==> src/logic/ddr2mr_pkg.sv <==
// constants, types and field layout of the mode-register and driver-calibration block
// Summary of operation
// - mode set command with both bank bits low loads A0..A12 into base mode register
// - burst length comes from A[2:0]; only lengths 4 and 8 are supported
// - A3 selects sequential or interleaved order; A[6:4] sets read latency
// - read latency is whole clocks only; no half-cycle option exists
// - A8 high in base mode register resets the delay-locked loop
// - A[11:9] holds write-recovery cycles, tWR over clock period rounded up
// - bank bits 01 load extended register one; it must be programmed at start
// - register one A0 disables the loop, A1 selects reduced driver strength
// - register one A[5:3] additive latency, A[9:7] calibration code, A10 strobe-bar off
// - register one bits A2 and A6 select nominal termination
// - loop turns off in self refresh, re-enables and resets on exit
// - register two A7 enables extended self-refresh rate for hot case temperature
// - code 000 exit, 001 drive high, 010 drive low, 100 adjust, 111 default
// - drive high puts data and strobe high, strobe-bar low; drive low the opposite
// - four-bit burst code, first bit first, raises or lowers pull-up and pull-down
// - sixteen steps, saturating at both ends; reset step may be any step
// - each adjustment applies to all data and strobe drivers together
// - calibration applies only at full strength; default unused at reduced strength
package ddr2mr_pkg;
    localparam int unsigned ADDR_W = 13;
    localparam logic [1:0] BA_MR = 2'h0;
    localparam logic [1:0] BA_EMR1 = 2'h1;
    localparam logic [1:0] BA_EMR2 = 2'h2;
    localparam int unsigned MR_BL_LSB = 0;
    localparam int unsigned MR_BT_BIT = 3;
    localparam int unsigned MR_CL_LSB = 4;
    localparam int unsigned MR_DLLRST_BIT = 8;
    localparam int unsigned MR_WR_LSB = 9;
    localparam int unsigned E1_DLLDIS_BIT = 0;
    localparam int unsigned E1_RDS_BIT = 1;
    localparam int unsigned E1_RTT0_BIT = 2;
    localparam int unsigned E1_AL_LSB = 3;
    localparam int unsigned E1_RTT1_BIT = 6;
    localparam int unsigned E1_OCD_LSB = 7;
    localparam int unsigned E1_DQSN_DIS_BIT = 10;
    localparam int unsigned E1_READ_STROBE_BIT = 11;
    localparam int unsigned E2_SRT_BIT = 7;
    localparam logic [2:0] BL_CODE4 = 3'h2;
    localparam logic [2:0] BL_CODE8 = 3'h3;
    localparam logic [2:0] OCD_EXIT = 3'h0;
    localparam logic [2:0] OCD_DRV1 = 3'h1;
    localparam logic [2:0] OCD_DRV0 = 3'h2;
    localparam logic [2:0] OCD_ADJ = 3'h4;
    localparam logic [2:0] OCD_DEF = 3'h7;
    localparam int unsigned CODE_BEATS = 4;
    localparam int unsigned STEP_COUNT = 16;
    localparam logic [3:0] STEP_DEF = 4'h8;
    localparam int unsigned DLL_LOCK_CYC = 200;
    localparam logic [12:0] REG_RST = 13'h0000;

    typedef enum logic [3:0] {
        CMD_MRS = 4'b0001,
        CMD_SRE = 4'b0010,
        CMD_WR = 4'b0100,
        CMD_OTHER = 4'b1000
    } ddr2mr_cmd_e;

    typedef enum logic [3:0] {
        OCD_IDLE = 4'b0001,
        OCD_HIGH = 4'b0010,
        OCD_LOW = 4'b0100,
        OCD_ADJUST = 4'b1000
    } ddr2mr_ocd_e;

    typedef struct packed {
        logic bl8;
        logic bl_err;
        logic ileave;
        logic [2:0] cas_lat;
        logic [2:0] wr_cyc;
    } ddr2mr_mode_s;

    typedef struct packed {
        logic dll_dis;
        logic reduced;
        logic [1:0] rtt;
        logic [2:0] add_lat;
        logic dqsn_dis;
        logic read_strobe_option;
        logic srt_ext;
    } ddr2mr_ext_s;
endpackage

==> src/logic/ddr2mr_step.sv <==
// saturating driver strength step counter
`timescale 1ns/100ps
`default_nettype none
module ddr2mr_step #(
    parameter int unsigned STEPS = ddr2mr_pkg::STEP_COUNT,
    parameter logic [3:0] DEF = ddr2mr_pkg::STEP_DEF
) (
    // clock and reset
    input wire logic i_clk,
    input wire logic i_rst,
    input wire logic i_ce,
    // control
    input wire logic i_load_def,
    input wire logic i_inc,
    input wire logic i_dec,
    // strength
    output logic [3:0] o_step
);
    // the counter is four bits wide, so only a sixteen-step range fits
    if (STEPS != 16) begin : g_bad_range
        $error("ddr2mr_step: unsupported step range");
    end

    // the ends are sticky so a burst of increments cannot wrap round
    always_ff @(posedge i_clk or posedge i_rst) begin
        if (i_rst) begin
            o_step <= DEF;
        end else if (i_ce) begin
            if (i_load_def) begin
                o_step <= DEF;
            end else if (i_inc && o_step != 4'hf) begin
                o_step <= o_step + 4'h1;
            end else if (i_dec && o_step != 4'h0) begin
                o_step <= o_step - 4'h1;
            end
        end
    end
endmodule // ddr2mr_step
`default_nettype wire

==> src/logic/ddr2mr_core.sv <==
// mode registers, loop control and output driver calibration
`timescale 1ns/100ps
`default_nettype none
module ddr2mr_core #(
    parameter int unsigned DQ_W = 16,
    parameter int unsigned DLL_CYC = ddr2mr_pkg::DLL_LOCK_CYC
) (
    // clock and reset
    input wire logic i_clk,
    input wire logic i_rst,
    input wire logic i_ce,
    // command pins
    input wire logic i_cke,
    input wire logic i_cs_n,
    input wire logic i_ras_n,
    input wire logic i_cas_n,
    input wire logic i_we_n,
    input wire logic [1:0] i_ba,
    input wire logic [12:0] i_addr,
    // write data beats
    input wire logic i_beat_vld,
    input wire logic [DQ_W-1:0] i_beat_dq,
    // decoded settings
    output ddr2mr_pkg::ddr2mr_mode_s o_mode,
    output ddr2mr_pkg::ddr2mr_ext_s o_ext,
    // loop control
    output logic o_dll_en,
    output logic o_dll_rst,
    output logic o_dll_locked,
    output logic o_self_ref,
    // output drivers
    output logic o_drv_oe,
    output logic [DQ_W-1:0] o_dq_out,
    output logic [1:0] o_dqs_out,
    output logic [1:0] o_dqs_n_out,
    output logic [3:0] o_pu_step,
    output logic [3:0] o_pd_step,
    output logic o_ocd_default
);
    // the lock counter is ten bits wide
    if (DQ_W < 1 || DLL_CYC < 1 || DLL_CYC > 1023) begin : g_bad_param
        $error("ddr2mr_core: unsupported parameter");
    end

    function automatic ddr2mr_pkg::ddr2mr_cmd_e cmd_of(input logic ras_n, input logic cas_n,
                                                      input logic we_n);
        if (!ras_n && !cas_n && !we_n) begin
            return ddr2mr_pkg::CMD_MRS;
        end else if (!ras_n && !cas_n && we_n) begin
            return ddr2mr_pkg::CMD_SRE;
        end else if (ras_n && !cas_n && !we_n) begin
            return ddr2mr_pkg::CMD_WR;
        end
        return ddr2mr_pkg::CMD_OTHER;
    endfunction

    // adjust code: bit 3 is first_code_bit_time; {pu_inc, pu_dec, pd_inc, pd_dec}
    function automatic logic [3:0] adj_of(input logic [3:0] code);
        unique case (code)
            4'h0: return 4'b0000;
            4'h1: return 4'b1000;
            4'h2: return 4'b0100;
            4'h4: return 4'b0010;
            4'h8: return 4'b0001;
            4'h5: return 4'b1010;
            4'h6: return 4'b0110;
            4'h9: return 4'b1001;
            4'ha: return 4'b0101;
            default: return 4'b0000;
        endcase
    endfunction

    logic cke_prev_r;
    logic sel;
    logic mrs_go;
    logic sre_go;
    logic srx_go;
    logic emr1_go;
    logic [2:0] ocd_code;
    logic adj_go;
    logic [3:0] adj_act;
    logic [1:0] code_cnt_r;
    logic [3:0] code_r;
    logic [9:0] lock_cnt_r;
    logic [1:0] inc_v;
    logic [1:0] dec_v;
    logic [3:0] step_v [2];
    ddr2mr_pkg::ddr2mr_ocd_e ocd_r;
    ddr2mr_pkg::ddr2mr_ocd_e ocd_nxt;

    // commands count only with clock enable high and chip select low
    assign sel = i_ce && i_cke && cke_prev_r && !i_cs_n;
    assign mrs_go = sel && cmd_of(i_ras_n, i_cas_n, i_we_n) == ddr2mr_pkg::CMD_MRS;
    // self refresh entry registers on the edge where clock enable falls
    assign sre_go = i_ce && cke_prev_r && !i_cke && !i_cs_n && !o_self_ref &&
                    cmd_of(i_ras_n, i_cas_n, i_we_n) == ddr2mr_pkg::CMD_SRE;
    assign srx_go = i_ce && o_self_ref && i_cke;
    assign emr1_go = mrs_go && i_ba == ddr2mr_pkg::BA_EMR1;
    assign ocd_code = i_addr[ddr2mr_pkg::E1_OCD_LSB +: 3];
    assign adj_go = i_ce && ocd_r == ddr2mr_pkg::OCD_ADJUST && i_beat_vld && code_cnt_r == 2'h3;
    // reduced strength blocks adjustment: calibration is only for full drive
    assign adj_act = (adj_go && !o_ext.reduced) ? adj_of({code_r[2:0], i_beat_dq[0]})
                                                : 4'b0000;
    assign inc_v = {adj_act[1], adj_act[3]};
    assign dec_v = {adj_act[0], adj_act[2]};

    always_ff @(posedge i_clk or posedge i_rst) begin
        if (i_rst) begin
            cke_prev_r <= 1'b0;
        end else if (i_ce) begin
            cke_prev_r <= i_cke;
        end
    end

    // base mode register
    always_ff @(posedge i_clk or posedge i_rst) begin
        if (i_rst) begin
            o_mode <= '0;
        end else if (mrs_go && i_ba == ddr2mr_pkg::BA_MR) begin
            o_mode.bl8 <= i_addr[ddr2mr_pkg::MR_BL_LSB +: 3] == ddr2mr_pkg::BL_CODE8;
            o_mode.bl_err <= i_addr[ddr2mr_pkg::MR_BL_LSB +: 3] != ddr2mr_pkg::BL_CODE8 &&
                             i_addr[ddr2mr_pkg::MR_BL_LSB +: 3] != ddr2mr_pkg::BL_CODE4;
            o_mode.ileave <= i_addr[ddr2mr_pkg::MR_BT_BIT];
            // latency is held as a plain count of clocks, no half-cycle field
            o_mode.cas_lat <= i_addr[ddr2mr_pkg::MR_CL_LSB +: 3];
            o_mode.wr_cyc <= i_addr[ddr2mr_pkg::MR_WR_LSB +: 3];
        end
    end

    // extended registers one and two; register three has nothing to hold
    always_ff @(posedge i_clk or posedge i_rst) begin
        if (i_rst) begin
            o_ext <= '0;
        end else if (emr1_go) begin
            o_ext.dll_dis <= i_addr[ddr2mr_pkg::E1_DLLDIS_BIT];
            o_ext.reduced <= i_addr[ddr2mr_pkg::E1_RDS_BIT];
            o_ext.rtt <= {i_addr[ddr2mr_pkg::E1_RTT1_BIT], i_addr[ddr2mr_pkg::E1_RTT0_BIT]};
            o_ext.add_lat <= i_addr[ddr2mr_pkg::E1_AL_LSB +: 3];
            o_ext.dqsn_dis <= i_addr[ddr2mr_pkg::E1_DQSN_DIS_BIT];
            o_ext.read_strobe_option <= i_addr[ddr2mr_pkg::E1_READ_STROBE_BIT];
        end else if (mrs_go && i_ba == ddr2mr_pkg::BA_EMR2) begin
            o_ext.srt_ext <= i_addr[ddr2mr_pkg::E2_SRT_BIT];
        end
    end

    // self refresh tracking
    always_ff @(posedge i_clk or posedge i_rst) begin
        if (i_rst) begin
            o_self_ref <= 1'b0;
        end else if (sre_go) begin
            o_self_ref <= 1'b1;
        end else if (srx_go) begin
            o_self_ref <= 1'b0;
        end
    end

    // loop enable follows register one but is forced off in self refresh
    always_ff @(posedge i_clk or posedge i_rst) begin
        if (i_rst) begin
            o_dll_en <= 1'b0;
        end else if (sre_go) begin
            o_dll_en <= 1'b0;
        end else if (srx_go) begin
            o_dll_en <= !o_ext.dll_dis;
        end else if (emr1_go) begin
            o_dll_en <= !i_addr[ddr2mr_pkg::E1_DLLDIS_BIT];
        end
    end

    always_ff @(posedge i_clk or posedge i_rst) begin
        if (i_rst) begin
            o_dll_rst <= 1'b0;
        end else if (i_ce) begin
            o_dll_rst <= (mrs_go && i_ba == ddr2mr_pkg::BA_MR && i_addr[ddr2mr_pkg::MR_DLLRST_BIT]) ||
                         (srx_go && !o_ext.dll_dis);
        end
    end

    // lock flag only reports the settle time; reads are not blocked here
    always_ff @(posedge i_clk or posedge i_rst) begin
        if (i_rst) begin
            lock_cnt_r <= '0;
        end else if (i_ce) begin
            if (o_dll_rst || !o_dll_en) begin
                lock_cnt_r <= '0;
            end else if (lock_cnt_r != DLL_CYC[9:0]) begin
                lock_cnt_r <= lock_cnt_r + 10'h1;
            end
        end
    end

    always_ff @(posedge i_clk or posedge i_rst) begin
        if (i_rst) begin
            o_dll_locked <= 1'b0;
        end else if (i_ce) begin
            o_dll_locked <= o_dll_en && !o_dll_rst && lock_cnt_r == DLL_CYC[9:0] - 10'h1 ||
                            o_dll_locked && o_dll_en && !o_dll_rst;
        end
    end

    // calibration state
    always_comb begin
        ocd_nxt = ocd_r;
        if (emr1_go) begin
            unique case (ocd_code)
                ddr2mr_pkg::OCD_EXIT: ocd_nxt = ddr2mr_pkg::OCD_IDLE;
                ddr2mr_pkg::OCD_DRV1: ocd_nxt = ddr2mr_pkg::OCD_HIGH;
                ddr2mr_pkg::OCD_DRV0: ocd_nxt = ddr2mr_pkg::OCD_LOW;
                ddr2mr_pkg::OCD_ADJ: ocd_nxt = ddr2mr_pkg::OCD_ADJUST;
                ddr2mr_pkg::OCD_DEF: ocd_nxt = ddr2mr_pkg::OCD_IDLE;
                default: ocd_nxt = ocd_r;
            endcase
        end
    end

    always_ff @(posedge i_clk or posedge i_rst) begin
        if (i_rst) begin
            ocd_r <= ddr2mr_pkg::OCD_IDLE;
        end else if (i_ce) begin
            ocd_r <= ocd_nxt;
        end
    end

    // burst code collection, first beat lands in the top bit
    always_ff @(posedge i_clk or posedge i_rst) begin
        if (i_rst) begin
            code_cnt_r <= 2'h0;
            code_r <= 4'h0;
        end else if (i_ce) begin
            if (ocd_r != ddr2mr_pkg::OCD_ADJUST) begin
                code_cnt_r <= 2'h0;
            end else if (i_beat_vld) begin
                code_cnt_r <= code_cnt_r + 2'h1;
                code_r <= {code_r[2:0], i_beat_dq[0]};
            end
        end
    end

    // drive test outputs
    always_ff @(posedge i_clk or posedge i_rst) begin
        if (i_rst) begin
            o_drv_oe <= 1'b0;
            o_dq_out <= '0;
            o_dqs_out <= 2'h0;
            o_dqs_n_out <= 2'h0;
        end else if (i_ce) begin
            o_drv_oe <= ocd_nxt == ddr2mr_pkg::OCD_HIGH || ocd_nxt == ddr2mr_pkg::OCD_LOW;
            o_dq_out <= {DQ_W{ocd_nxt == ddr2mr_pkg::OCD_HIGH}};
            o_dqs_out <= {2{ocd_nxt == ddr2mr_pkg::OCD_HIGH}};
            o_dqs_n_out <= {2{ocd_nxt == ddr2mr_pkg::OCD_LOW}};
        end
    end

    // default characteristics only meaningful at full strength
    always_ff @(posedge i_clk or posedge i_rst) begin
        if (i_rst) begin
            o_ocd_default <= 1'b0;
        end else if (i_ce) begin
            if (emr1_go && ocd_code == ddr2mr_pkg::OCD_DEF) begin
                o_ocd_default <= !i_addr[ddr2mr_pkg::E1_RDS_BIT];
            end else if (emr1_go && i_addr[ddr2mr_pkg::E1_RDS_BIT]) begin
                o_ocd_default <= 1'b0;
            end else if (|adj_act) begin
                o_ocd_default <= 1'b0;
            end
        end
    end

    // one shared setting per direction drives every data and strobe pin
    for (genvar g = 0; g < 2; g++) begin : g_drv
        ddr2mr_step #(
            .STEPS(ddr2mr_pkg::STEP_COUNT),
            .DEF(ddr2mr_pkg::STEP_DEF)
        ) u_step (
            .i_clk(i_clk),
            .i_rst(i_rst),
            .i_ce(i_ce),
            .i_load_def(emr1_go && ocd_code == ddr2mr_pkg::OCD_DEF),
            .i_inc(inc_v[g]),
            .i_dec(dec_v[g]),
            .o_step(step_v[g])
        );
    end
    assign o_pu_step = step_v[0];
    assign o_pd_step = step_v[1];
endmodule // ddr2mr_core
`default_nettype wire

==> config.mk <==
export PLATFORM = sky130hd
export DESIGN_NAME = ddr2mr_core
export DESIGN_NICKNAME = d
export VERILOG_FILES = /design/src/logic/ddr2mr_pkg.sv /design/src/logic/ddr2mr_step.sv /design/src/logic/ddr2mr_core.sv
export SDC_FILE = /design/constraint.sdc
export NUM_CORES = 1
export LEC_CHECK = 0
export BUFFER_PORTS_ARGS = -buffer_cell sky130_fd_sc_hd__buf_2
export CAP_MARGIN = 20
export CORE_MARGIN = 1.5
export CORE_UTILIZATION = 35
export DETAILED_ROUTE_END_ITERATION = 10
export PLACE_DENSITY_LB_ADDON = 0.2
export REMOVE_ABC_BUFFERS = 1
export SYNTH_ARGS = -nofsm -noshare
export SYNTH_HDL_FRONTEND = slang
export SYNTH_SLANG_ARGS = --single-unit
==> constraint.sdc <==
create_clock -name i_clk -period 3.8 [get_ports i_clk]
set_clock_uncertainty 0.15 [all_clocks]
set_input_delay 0.76 -clock i_clk [delete_from_list [all_inputs] [get_ports i_clk]]
set_output_delay 0.76 -clock i_clk [all_outputs]
set_load 0.005 [all_outputs]
# == After elaboration in Yosys (flattened, before gate mapping) ==
# Memories as Yosys holds them, arrays and structs flattened.
# Index checks and enable logic that the tools add are counted.
# word_totals
regBits,56
latch_bits,0
mem_bits_rw,0
rom_bits,64
inputBits,40
output_inout_bits,53
word_cells,157
memories,1
# mem_list
memory,words,width,read_ports,rd_clocked_by_memory_dff,write_ports,line,source
(no name shown),16,4,1,0,0,ddr2mr_core.sv:59,unique case (code)
# op_classes
n_addsub,6
mul,0
n_div,0
magnitude_cmp,0
n_eq_ne,20
shift,0
n_mux,28
bitwise,2
reduce_logical,72
# ops
op,n
$mux 4,12
$logic_and 1x1->1,36
$mux 10,2
$pmux 4 s4,1
$logic_not 1->1,12
$ne 4x4->1 const B,3
$reduce_and 2->1,6
$reduce_bool 3->1,4
$mux 1,11
$add 10x1->10 const B,1
$eq 10x8->1 const B,1
$ne 10x8->1 const B,1
$add 4x1->4 const B,2
$eq 4x2->1 const B,2
$reduce_bool 4->1,2
$sub 4x1->4 const B,2
$eq 3x2->1 const B,2
$eq 3x3->1 const B,2
$ne 3x2->1 const B,2
$reduce_bool 2->1,3
$eq 2x2->1 const B,2
$eq 4x1->1 const B,1
$eq 4x3->1 const B,1
$eq 4x4->1 const B,1
other kinds (11),16

# == Depth between registers and ports, before layout ==
# Gate-level depths: netlist of the first run.
# depth
ltp_word,13
ltp_mapped,10
mapped_depth_nobuf,10

# == Modules after synthesis ==
# Synthesis of the first run repeated with hierarchy kept, for this count alone.
# unflattened
hier_cells,312
hier_area_um2,3208.1
# modules_own_cells
mod,instances,cells_each,area_per_inst_um2,seq_area_each_um2
ddr2mr_core,1,240,2474.9,1177.4
ddr2mr_step,2,36,366.6,101.3

# == Worst setup path after synthesis of the first run ==
# OpenSTA, ideal clock, no wires.
# synth_path
kind,reg2reg
startpoint,reg ocd_r[0]
endpoint,reg g_drv[0].u_step.o_step[3]
setup_ns,0.064
arrival_ns,2.501
t_required_ns,3.586
slack_ns,1.085
path_stages_with_launch,10
path_buffers,0
synth_period_minus_slack_ns,2.715
path_cell_list,dfstp_2 -> or4b_4 -> a2111oi_4 -> nand2_1 -> ha_1 -> a21o_1 -> a21oi_1 -> xnor2_1 -> or3_1 -> nand3_1
# synth_via
elab_chain_len,9
elab_cells_between_ends,12
cone_classes,1 x eq/ne; 3 x mux; 8 x reduce/logical
# synth_lines
item,line,source
"start, declared",ddr2mr_core.sv:88,ddr2mr_pkg::ddr2mr_ocd_e ocd_r;
"start signal, assigned",ddr2mr_core.sv:218,ocd_r <= ddr2mr_pkg::OCD_IDLE;
"start signal, assigned",ddr2mr_core.sv:220,ocd_r <= ocd_nxt;
$eq 4x4->1 *,ddr2mr_core.sv:100,assign adj_go = i_ce && ocd_r == ddr2mr_pkg::OCD_ADJUST && i_beat_vld && code_cnt_r == 2'h3;
$logic_and 1x1->1 * (3 in series),ddr2mr_core.sv:100,
$logic_and 1x1->1 *,ddr2mr_core.sv:102,"assign adj_act = (adj_go && !o_ext.reduced) ? adj_of({code_r[2:0], i_beat_dq[0]})"
$mux 4 *,ddr2mr_core.sv:102,
"$logic_and 1x1->1, on equally long branches","ddr2mr_step.sv:33, ddr2mr_step.sv:31",
$reduce_bool 3->1 (no line) / $mux 4 (equally long branches),n/a,
$reduce_and 2->1 (no line) / $mux 4 (equally long branches),n/a,
"end signal, assigned",ddr2mr_step.sv:32,o_step <= o_step + 4'h1;
"end signal, assigned",ddr2mr_step.sv:34,o_step <= o_step - 4'h1;
"end, declared",ddr2mr_step.sv:17,output logic [3:0] o_step
# Mark *: on every way between the ends. The rest lies on a longest branch, timed or not.
# A chain may end at the register's enable or synchronous reset.

# == Worst setup path after layout of the first run ==
# Same ends and word-level chain as after synthesis.

==> metrics.txt, run 1 <==
port bufs=76; Iter 0 DRT Violations=84; Psw=475 µW; post-CTS sizing=0; max frequency=between 300 and 400 MHz; Total GRT Usage=0.155; n_diodes=0; Pleak=1.78 nW; top post-synthesis cells by count=dfrtp_1 (52), nand2_1 (44), nor2_1 (23), buf_4 (18), inv_1 (18); final core utilization=0.422; Clock Power Share=0.241; register area share after synthesis=0.454; Die Y=96.2 µm; syn avg cell area=9.60 µm²; Worst Path Arrival=3.00 ns; crit start category=flip-flop; Detail Route Antenna Nets=0; Area Overhead vs Synth=15.0%; CP endpoint kind=flip-flop; count leader, synth=dfrtp_1; period utilization=0.763; setup TNS=0 ns; Vias=2,478; yosys synthesis warning count=0; site row count=33; number of synthesized flops with an enable pin=0; setup violators final=0; GP Congestion=0.789; total grt overflow=0; share of the synthesized area in the top cell type=0.428; initial antenna violation count=0; number of detailed-route iterations in the first pass=4; Post-CTS Setup Bufs=0; Post-Synthesis Cells=317; first-pass GRT wire length=roughly 11 mm; layout cell share with drive strength beyond 1=0.297; worst-path maximum fanout=4; Cell Pwr Density=411 nW/µm²; post-route DRC violation count=0; CTS tree=done; Die Width=96.2 µm; Int Power=a little under 1 mW; hold_buf cts=0; top_reg_cell synth=dfrtp_1; VDD IR max=between 0.00015 and 0.0002 V; drt wl/cell=between 10 and 15 µm; largest net degree at the start of global routing=30; worst skew pair latency=0.32 ns; # H-tree levels=2; sequential power share=0.519; final net count=422; Cell Area, Synth=approximately 3000 µm²; hpwl dp=4.95 mm; WS Path Type=reg -> reg; RSZ-0062 raised after global routing=false; Net Sw Frac=0.330; Initial Util=0.367; clock buffer depth=2; CTS Sinks=55; core area=roughly 8300 µm²; ys async rst share=1.00; CTS clk-pin slew, worst paths=between 0.1 and 0.15 ns; min Tclk post-route=approximately 2.9 ns; cell taking the most area after synthesis=dfrtp_1; Synth area leaders=dfrtp_1 (43%), nand2_1 (5.4%), mux2_2 (4.8%), buf_4 (4.4%), ha_1 (2.9%); Vias/cell=5.17; status=completed; Hold Path Class=reg -> reg; maxcap violations=0; clk root buf=clkbuf_8; Comb power frac=0.240; Fin. Hold Viols=0; CP Data Required Time=3.90 ns; I/O pin count=93; vias in the first global route=2,257; max-slew violation count=0; die area=9260 µm²; Seq cells post-synth=55; drt total wl=6.75 mm; relative slew slack=0.496; post-synth cell types=52; CTS buffer count=5; worst slew pin tran=between 0.7 and 0.8 ns
cells in the final DEF, fill, tap and decap left out, types with 2 or more instances in the layout:
cell type	instances
nor3_1	3
o21ai_0	15
buf_4	4
nand2_1	44
xor2_1	6
and3b_1	2
buf_2	76
dfstp_2	3
ha_1	7
nor3b_1	2
o2bb2ai_1	3
dfrtp_1	52
nand2b_1	3
a41oi_1	2
mux2_2	13
nand3_1	7
xnor2_1	4
o31ai_1	3
nor2_1	23
o2111ai_1	4
a21oi_1	13
mux2i_1	3
inv_6	2
nor4_1	2
and2_1	2
nand4_1	9
a32oi_1	2
fa_1	2
nor2b_1	7
and3_1	4
a21o_1	3
inv_1	17
or3_1	5
clkbuf_8	5
layer usage:
metal | global-route usage | part of all wire
met1 | 0.216 | 0.50
met3 | 0.0300 | 0.056
met2 | 0.245 | 0.43
met5 | 0 | 0
met4 | 0.0392 | 0.010
final cells by class:
cell class | instances | area, µm²
multi-input combinational | 213 | 1420
sequential | 55 | 1380
clock buffer | 5 | 68.8
clock inverter | 3 | 25.0
inverter | 18 | 67.6
fill | 825 | 4800
timing repair buffer | 80 | 410
tap | 105 | 131
kinds of logic after synthesis:
| logic type | Yosys count | synth area share |
|---|---|---|
| xor+xnor | 10 | 0.0288 |
| compound gates | 58 | 0.137 |
| mux | 16 | 0.0580 |
| buf+inv | 49 | 0.0831 |
| flops | 55 | 0.454 |
| fa+ha+maj | 9 | 0.0419 |
| simple gates | 120 | 0.198 |
critical path, cell delays in order (launching register included):
cell	delay [ns]
dfstp_2	0.40
or4b_4	0.58
a2111oi_4	0.42
nand2_1	0.16
ha_1	0.30
a21o_1	0.17
a21oi_1	0.18
xnor2_1	0.09
or3_1	0.31
nand3_1	0.09
power groups by stage:
stage	clock network (mW)	registers (mW)	logic, mW
6_report	0.346	0.747	0.345
3_5_place_dp	0	0.757	0.350
5_1_grt	0.389	0.760	0.397
3_3_place_gp	0	0.754	0.340
2_1_floorplan	0	0.743	0.234
4_1_cts	0.364	0.746	0.351
stage by stage:
| step | std cells | area (µm²) | setup slack, ns | power [mW] | hold slack (ns) |
|---|---|---|---|---|---|
| 6_report | 479 | 3500 | 0.900 | 1.44 | 0.333 |
| 3_5_place_dp | 471 | 3400 | 0.874 | 1.11 | 0.310 |
| 5_1_grt | 479 | 3500 | 0.722 | 1.55 | 0.377 |
| 2_1_floorplan | 286 | 2860 | 0.520 | 0.978 | 0.320 |
| 4_1_cts | 479 | 3500 | 0.888 | 1.46 | 0.339 |
| 3_3_place_gp | 471 | 3400 | 0.883 | 1.09 | 0.306 |
flip-flops by register name, summed over array words and instances, names as in the netlist, 2 cells and up:
name	count
g_drv.u_step.o_step	8
o_ext	10
code_r	3
lock_cnt_r	10
o_mode	9
code_cnt_r	2
ocd_r	4
final timing paths:
check / startpoint / cells past startpoint / end / slack (ns)
max: ocd_r[0] / 9 / g_drv[0].u_step.o_step[3] / 0.90
min: o_ext[6] / 2 / o_ext[6] / 0.33
max reg2reg: ocd_r[0] / 9 / g_drv[0].u_step.o_step[3] / 0.90
min reg2reg: o_ext[6] / 2 / o_ext[6] / 0.33
max in group asynchronous: i_rst / 3 / g_drv[1].u_step.o_step[3] / 2.32
min in group asynchronous: i_rst / 2 / lock_cnt_r[4] / 0.34
(Power assumes the default switching activity.)
==> run 2, diff against run 1 <==
==> constraint.sdc (replaced) <==
create_clock -name i_clk -period 2.3 [get_ports i_clk]
set_clock_uncertainty 0.15 [all_clocks]
set_input_delay 0.46 -clock i_clk [delete_from_list [all_inputs] [get_ports i_clk]]
set_output_delay 0.46 -clock i_clk [all_outputs]
set_load 0.005 [all_outputs]
==> run 2 against run 1 <==
  * The flow now finishes with violations (setup timing)
  * Power grew 77%
  * Cell area grew 9.6%
  * First-iteration DRC count grew 3.6%
  * Worst setup slack lost 1.2 ns
  * Flip-flop and latch count is the same
  * Count of clock-buffer cells in the layout is the same
  * Final cell count grew 7.1%
  * Largest cell class unchanged
  * Combinational power grew 130%
  * Clock power grew 65%
  * Wire length grew 3.3%
  * Critical path depth grew 1
==> metrics.txt, run 2 (same netlist as run 1, synthesis figures left out) <==
status=complete, but fails checks; failing checks=setup timing; Comb power frac=0.305 (+0.065); port bufs=76 (unchanged); biggest regs=lock_cnt_r (10), o_ext (10), o_mode (9); CTS Sinks=55 (unchanged); CTS clk-pin slew, worst paths=0.12 ns (about the same); CP endpoint kind=flip-flop; relative slew slack=0.491 (-0.00461); final net count=456 (+8.1%); drt wl/cell=13.6 µm (-3.6%); Finished Cell Area=3830 µm² (+9.6%); # H-tree levels=2 (unchanged); commonest cells after routing, fill and taps aside=buf_2 (76), dfrtp_1 (52), nand2_1 (44), buf_4 (36), nor2_1 (22); Worst Path Arrival=2.71 ns (-0.29 ns); slowest stage delay, CP=0.55 ns (-0.03 ns); Fin. Hold Viols=0 (unchanged); post-place setup slack=-0.444 ns (-1.32 ns); clock buffer depth=2 (unchanged); Hold Path Class=in -> async; core area=8300 µm² (unchanged); total grt overflow=0 (unchanged); R2R Setup Slk=-0.32 ns (-1.22 ns); Iter 0 DRT Violations=87 (+3.6%); number of fill cells=796 (-3.5%); Clock Power Share=0.224 (-0.017); worst-path maximum fanout=3 (-1); I/O pin count=93 (unchanged); Pwr Total=2.55 mW (+77%); Cell Pwr Density=664 nW/µm² (+62%); max-slew violation count=0 (unchanged); maxcap violations=0 (unchanged); sequential power share=0.471 (-0.048); initial antenna violation count=0 (unchanged); Initial Util=0.367 (unchanged); Net Sw Frac=0.326 (-0.00465); CP Cell Sequence=or4b_4 > buf_4 > nor2_4 > nand3_2 > ha_1 > a21o_1 > a21oi_4 > buf_4 > a221oi_2 > a211o_1; vias in the first global route=2,349 (+4.1%); Worst R2R End=g_drv[1].u_step.o_step[3]; layout cell share with drive strength beyond 1=0.380 (+0.0831); GP Congestion=0.808 (+2.5%); RSZ-0062 raised after global routing=true; n_diodes=0 (unchanged); Psw=830 µW (+75%); Pleak=1.97 nW (+11%); largest net degree at the start of global routing=56 (+87%); worst slew pin tran=0.753 ns (+0.00683 ns); Reg2Reg Depth=10 (+1); Critical R2R Launch=ocd_r[0]; Vias/cell=5.03 (-2.9%); post-route DRC violation count=0 (unchanged); WS Path Type=reg -> reg; most common cell after layout, fill and taps aside=buf_2; setup violators final=6 (+6); number of detailed-route iterations in the first pass=4 (unchanged); final worst slack=-0.317 ns (-1.22 ns); Die Y=96.2 µm (unchanged); Area Overhead vs Synth=26.0%; final core utilization=0.462 (+0.0406); Total GRT Usage=0.157 (+0.00185); WP buf/inv=2 (+2); die area=9260 µm² (unchanged); Vias=2,578 (+4.0%); CTS buffer count=5 (unchanged); most frequent CP cell=buf_4; clk root buf=clkbuf_8; CP max-delay cell=or4b_4; CP top delay family=simple AND/OR/NAND/NOR gates; max frequency=382 MHz (+11%); hpwl dp=5.16 mm (+4.1%); worst skew pair latency=0.32 ns (about the same); crit start category=flip-flop; Int Power=1.72 mW (+78%); VDD IR max=0.000267 V (+54%); post-placement cell area=3650 µm² (+7.2%); Die Width=96.2 µm (unchanged); site row count=33 (unchanged); min Tclk post-route=2.62 ns (-0.283 ns); first-pass GRT wire length=11.3 mm (+2.9%); drt total wl=6.98 mm (+3.3%); CP Data Required Time=2.40 ns (-1.50 ns); CTS tree=done; period utilization=1.14 (+0.375); Detail Route Antenna Nets=0 (unchanged)
## run 2: cell types whose count changed in the layout (fill, tap and decap cells not counted), moves of 2 or more
cell | previous run | this run
inv_6 | 2 | 0
ha_1 | 7 | 5
ha_4 | 0 | 2
clkinv_4 | 0 | 2
buf_4 | 4 | 36
inv_1 | 17 | 15
a21oi_1 | 13 | 11
## run 2: timing repair
action,4_1_cts,5_1_grt
setup endpoints to repair,6,6
buffers inserted,0,3
resized for setup,6,7
pin swaps,5,5
cloned,0,0
hold buffers,0,0
## run 2: layout make-up
class / count / area [µm²] / share of cell area
Timing Repair Buffer: 114 / 682 / 0.178
Clock inverter: 3 / 28.8 / 0.00750
Inverter: 18 / 70.1 / 0.0183
Multi-Input combinational cell: 213 / 1470 / 0.384
Clock buffer: 5 / 68.8 / 0.0179
Sequential cell: 55 / 1380 / 0.360
Tap cell: 105 / 131 / 0.0343
## run 2: stage by stage
step	TNS [ns]	hold WS, ns	std cells
after floorplan	-7.96	0.320	286
after global placement	-1.35	0.307	502
after detailed placement	-1.90	0.306	502
after CTS	-1.02	0.0339	510
after global routing	-1.55	0.0229	513
final	-0.837	0.0125	513
## run 2: worst max-delay path by stage
| stage | from | slack [ns] | depth (start not counted) | endpoint |
|---|---|---|---|---|
| global route | ocd_r[0] | -0.44 | 9 | g_drv[0].u_step.o_step[3] |
| floorplan | i_cs_n | -0.68 | 4 | o_mode[0] |
| detailed placement | ocd_r[0] | -0.44 | 9 | g_drv[0].u_step.o_step[3] |
| CTS | ocd_r[1] | -0.30 | 9 | g_drv[0].u_step.o_step[3] |
| finish | ocd_r[0] | -0.32 | 10 | g_drv[1].u_step.o_step[3] |
| global placement | ocd_r[0] | -0.38 | 9 | g_drv[0].u_step.o_step[3] |
## run 2: metal layers
metal	global-route usage	wire length [µm]	vias up
li1	-	-	1272
met1	0.226	3380	1233
met2	0.243	3190	71
met3	0.0348	375	2
met4	0.0270	22	0
met5	0	0	-
## run 2: power groups by stage
stage	Sequential (mW)	Combinational (mW)	Clock, mW
3_3_place_gp	1.22	0.677	0
6_report	1.20	0.777	0.572
5_1_grt	1.22	0.883	0.642
3_5_place_dp	1.22	0.698	0
4_1_cts	1.20	0.733	0.597
2_1_floorplan	1.23	0.387	0
## run 2: tightest hold or removal path: cells and delay by family
kind,cells,cell delay (ns)
buffers and inverters,3,0.42
==> run 3, diff against run 2 <==
--- a/config.mk
+++ b/config.mk
@@ -12,6 +12,7 @@
 export DETAILED_ROUTE_END_ITERATION = 10
 export PLACE_DENSITY_LB_ADDON = 0.2
 export REMOVE_ABC_BUFFERS = 1
+export SKIP_CTS_REPAIR_TIMING = 1
 export SYNTH_ARGS = -nofsm -noshare
 export SYNTH_HDL_FRONTEND = slang
 export SYNTH_SLANG_ARGS = --single-unit
==> run 3 against run 2 <==
  * Final cell count did not move
  * Sequential power barely moved
  * Worst setup slack got worse by 0.0045 ns
  * Clock power rose by 1%
  * Register-to-register slack barely moved
  * The run still ends with setup timing left
  * Hold slack improved by 0.0043 ns
  * Critical path depth did not move
==> metrics.txt, run 3 (same netlist as run 1, synthesis figures left out) <==
status=complete, but fails checks; failing checks=setup timing; Detail Route Antenna Nets=0 (unchanged); Vias/cell=5.00 (-0.47%); GP Congestion=0.808 (unchanged); slowest stage delay, CP=0.55 ns (about the same); Cell Pwr Density=663 nW/µm² (-0.18%); VDD IR max=0.000272 V (+1.9%); final net count=456 (unchanged); period utilization=1.14 (+0.00195); WP buf/inv=2 (unchanged); CP endpoint kind=flip-flop; Vias=2,566 (-0.47%); Finished Cell Area=3830 µm² (about the same); worst skew pair latency=0.32 ns (about the same); most common cell after layout, fill and taps aside=buf_2; Fin. Hold Viols=0 (unchanged); clk root buf=clkbuf_8; worst-path maximum fanout=2 (-1); Net Sw Frac=0.327 (+0.00107); I/O pin count=93 (unchanged); Area Overhead vs Synth=25.9% (about the same); Initial Util=0.367 (unchanged); number of detailed-route iterations in the first pass=4 (unchanged); CTS Sinks=55 (unchanged); setup violators final=6 (unchanged); Iter 0 DRT Violations=96 (+10%); layout cell share with drive strength beyond 1=0.380 (unchanged); WS Path Type=reg -> reg; Total GRT Usage=0.156 (-0.000501); Die Width=96.2 µm (unchanged); worst slew pin tran=0.734 ns (-0.0191 ns); port bufs=76 (unchanged); drt total wl=6.99 mm (+0.27%); Comb power frac=0.300 (-0.005); max-slew violation count=0 (unchanged); sequential power share=0.472 (about the same); Hold Slack=0.0168 ns (+0.00427 ns); largest net degree at the start of global routing=56 (unchanged); biggest regs=lock_cnt_r (10), o_ext (10), o_mode (9); Int Power=1.71 mW (-0.44%); Worst Path Arrival=2.72 ns (about the same); relative slew slack=0.504 (+0.0129); total grt overflow=0 (unchanged); core area=8300 µm² (unchanged); site row count=33 (unchanged); Die Y=96.2 µm (unchanged); number of fill cells=799 (+0.38%); hpwl dp=5.16 mm (unchanged); n_diodes=0 (unchanged); post-placement cell area=3650 µm² (unchanged); post-route DRC violation count=0 (unchanged); setup TNS=-0.838 ns (-0.000862 ns); initial antenna violation count=0 (unchanged); final worst slack=-0.322 ns (-0.00448 ns); first-pass GRT wire length=11.3 mm (-0.36%); vias in the first global route=2,334 (-0.64%); Pleak=1.97 nW (+0.12%); post-place setup slack=-0.444 ns (unchanged); CP max-delay cell=or4b_4; most frequent CP cell=buf_4; CP Cell Sequence=or4b_4 > buf_4 > nor2_4 > nand3_2 > ha_1 > a21o_1 > a21oi_2 > buf_4 > mux2i_1 > a211o_1; clock buffer depth=2 (unchanged); CTS buffer count=5 (unchanged); CP top delay family=simple AND/OR/NAND/NOR gates; CTS clk-pin slew, worst paths=0.12 ns (about the same); max frequency=381 MHz (-0.17%); CP Data Required Time=2.40 ns (about the same); # H-tree levels=2 (unchanged); crit start category=flip-flop; Psw=831 µW (about the same); CTS tree=done; die area=9260 µm² (unchanged); drt wl/cell=13.6 µm (+0.27%); Clock Power Share=0.228 (+0.004); commonest cells after routing, fill and taps aside=buf_2 (76), dfrtp_1 (52), nand2_1 (44), buf_4 (36), nor2_1 (22); RSZ-0062 raised after global routing=true; maxcap violations=0 (unchanged); Hold Path Class=in -> async; min Tclk post-route=2.62 ns (+0.00448 ns)
==> run 3: changes by cell type in the layout (fill, tap and decap cells not counted) <==
cell     delta
a21oi_2     +1
a21oi_4     -1
mux2_2      -1
mux2_4      +1
==> run 3: power by group through the flow <==
| stage | sequential, mW | clock [mW] | combinational, mW |
|---|---|---|---|
| 4_1_cts | 1.20 | 0.597 | 0.701 |
| 2_1_floorplan | 1.23 | 0 | 0.387 |
| 5_1_grt | 1.22 | 0.642 | 0.867 |
| 3_3_place_gp | 1.22 | 0 | 0.677 |
| 3_5_place_dp | 1.22 | 0 | 0.698 |
| 6_report | 1.20 | 0.580 | 0.762 |
==> run 3: final cells by class <==
| type | count | area [µm²] | share of cell area |
|---|---|---|---|
| flip-flops and latches | 55 | 1380 | 0.360 |
| clock inverters | 3 | 28.8 | 0.00751 |
| repair buffers | 114 | 682 | 0.178 |
| multi-input cells | 213 | 1470 | 0.384 |
| inverters | 18 | 70.1 | 0.0183 |
| clock buffers | 5 | 68.8 | 0.0180 |
| well taps | 105 | 131 | 0.0343 |
==> run 3: stage by stage <==
stage | instances | total power, mW | util
2_1_floorplan | 286 | 1.62 | -
3_3_place_gp | 502 | 1.90 | 0.440
3_5_place_dp | 502 | 1.92 | 0.440
4_1_cts | 510 | 2.50 | 0.452
5_1_grt | 513 | 2.73 | 0.462
6_report | 513 | 2.54 | 0.462
==> run 3: worst paths after layout <==
| kind | slack [ns] | to | cells past startpoint | from |
|---|---|---|---|---|
| max | -0.32 | g_drv[1].u_step.o_step[3] | 10 | ocd_r[0] |
| min | 0.02 | o_ext[2] | 3 | i_rst |
| max reg2reg | -0.32 | g_drv[1].u_step.o_step[3] | 10 | ocd_r[0] |
| min reg2reg | 0.33 | o_ext[6] | 2 | o_ext[6] |
| max in group asynchronous | 1.67 | g_drv[0].u_step.o_step[3] | 3 | i_rst |
| min in group i_clk | 0.18 | o_ext[2] | 3 | i_addr[10] |
==> run 3: worst reg2reg max path, cell delays in order (launching register included) <==
cell and delay, ns:
dfstp_2 0.38, or4b_4 0.55, buf_4 0.16, nor2_4 0.10, nand3_2 0.08, ha_1 0.29, a21o_1 0.19, a21oi_2 0.14
buf_4 0.15, mux2i_1 0.07, a211o_1 0.29
==> run 3: layer usage <==
metal	GRT usage	wire length, µm	vias up
met1	0.226	3400	1224
met2	0.241	3210	69
li1	-	-	1271
met3	0.0348	365	2
met5	0	0	-
met4	0.0270	22	0
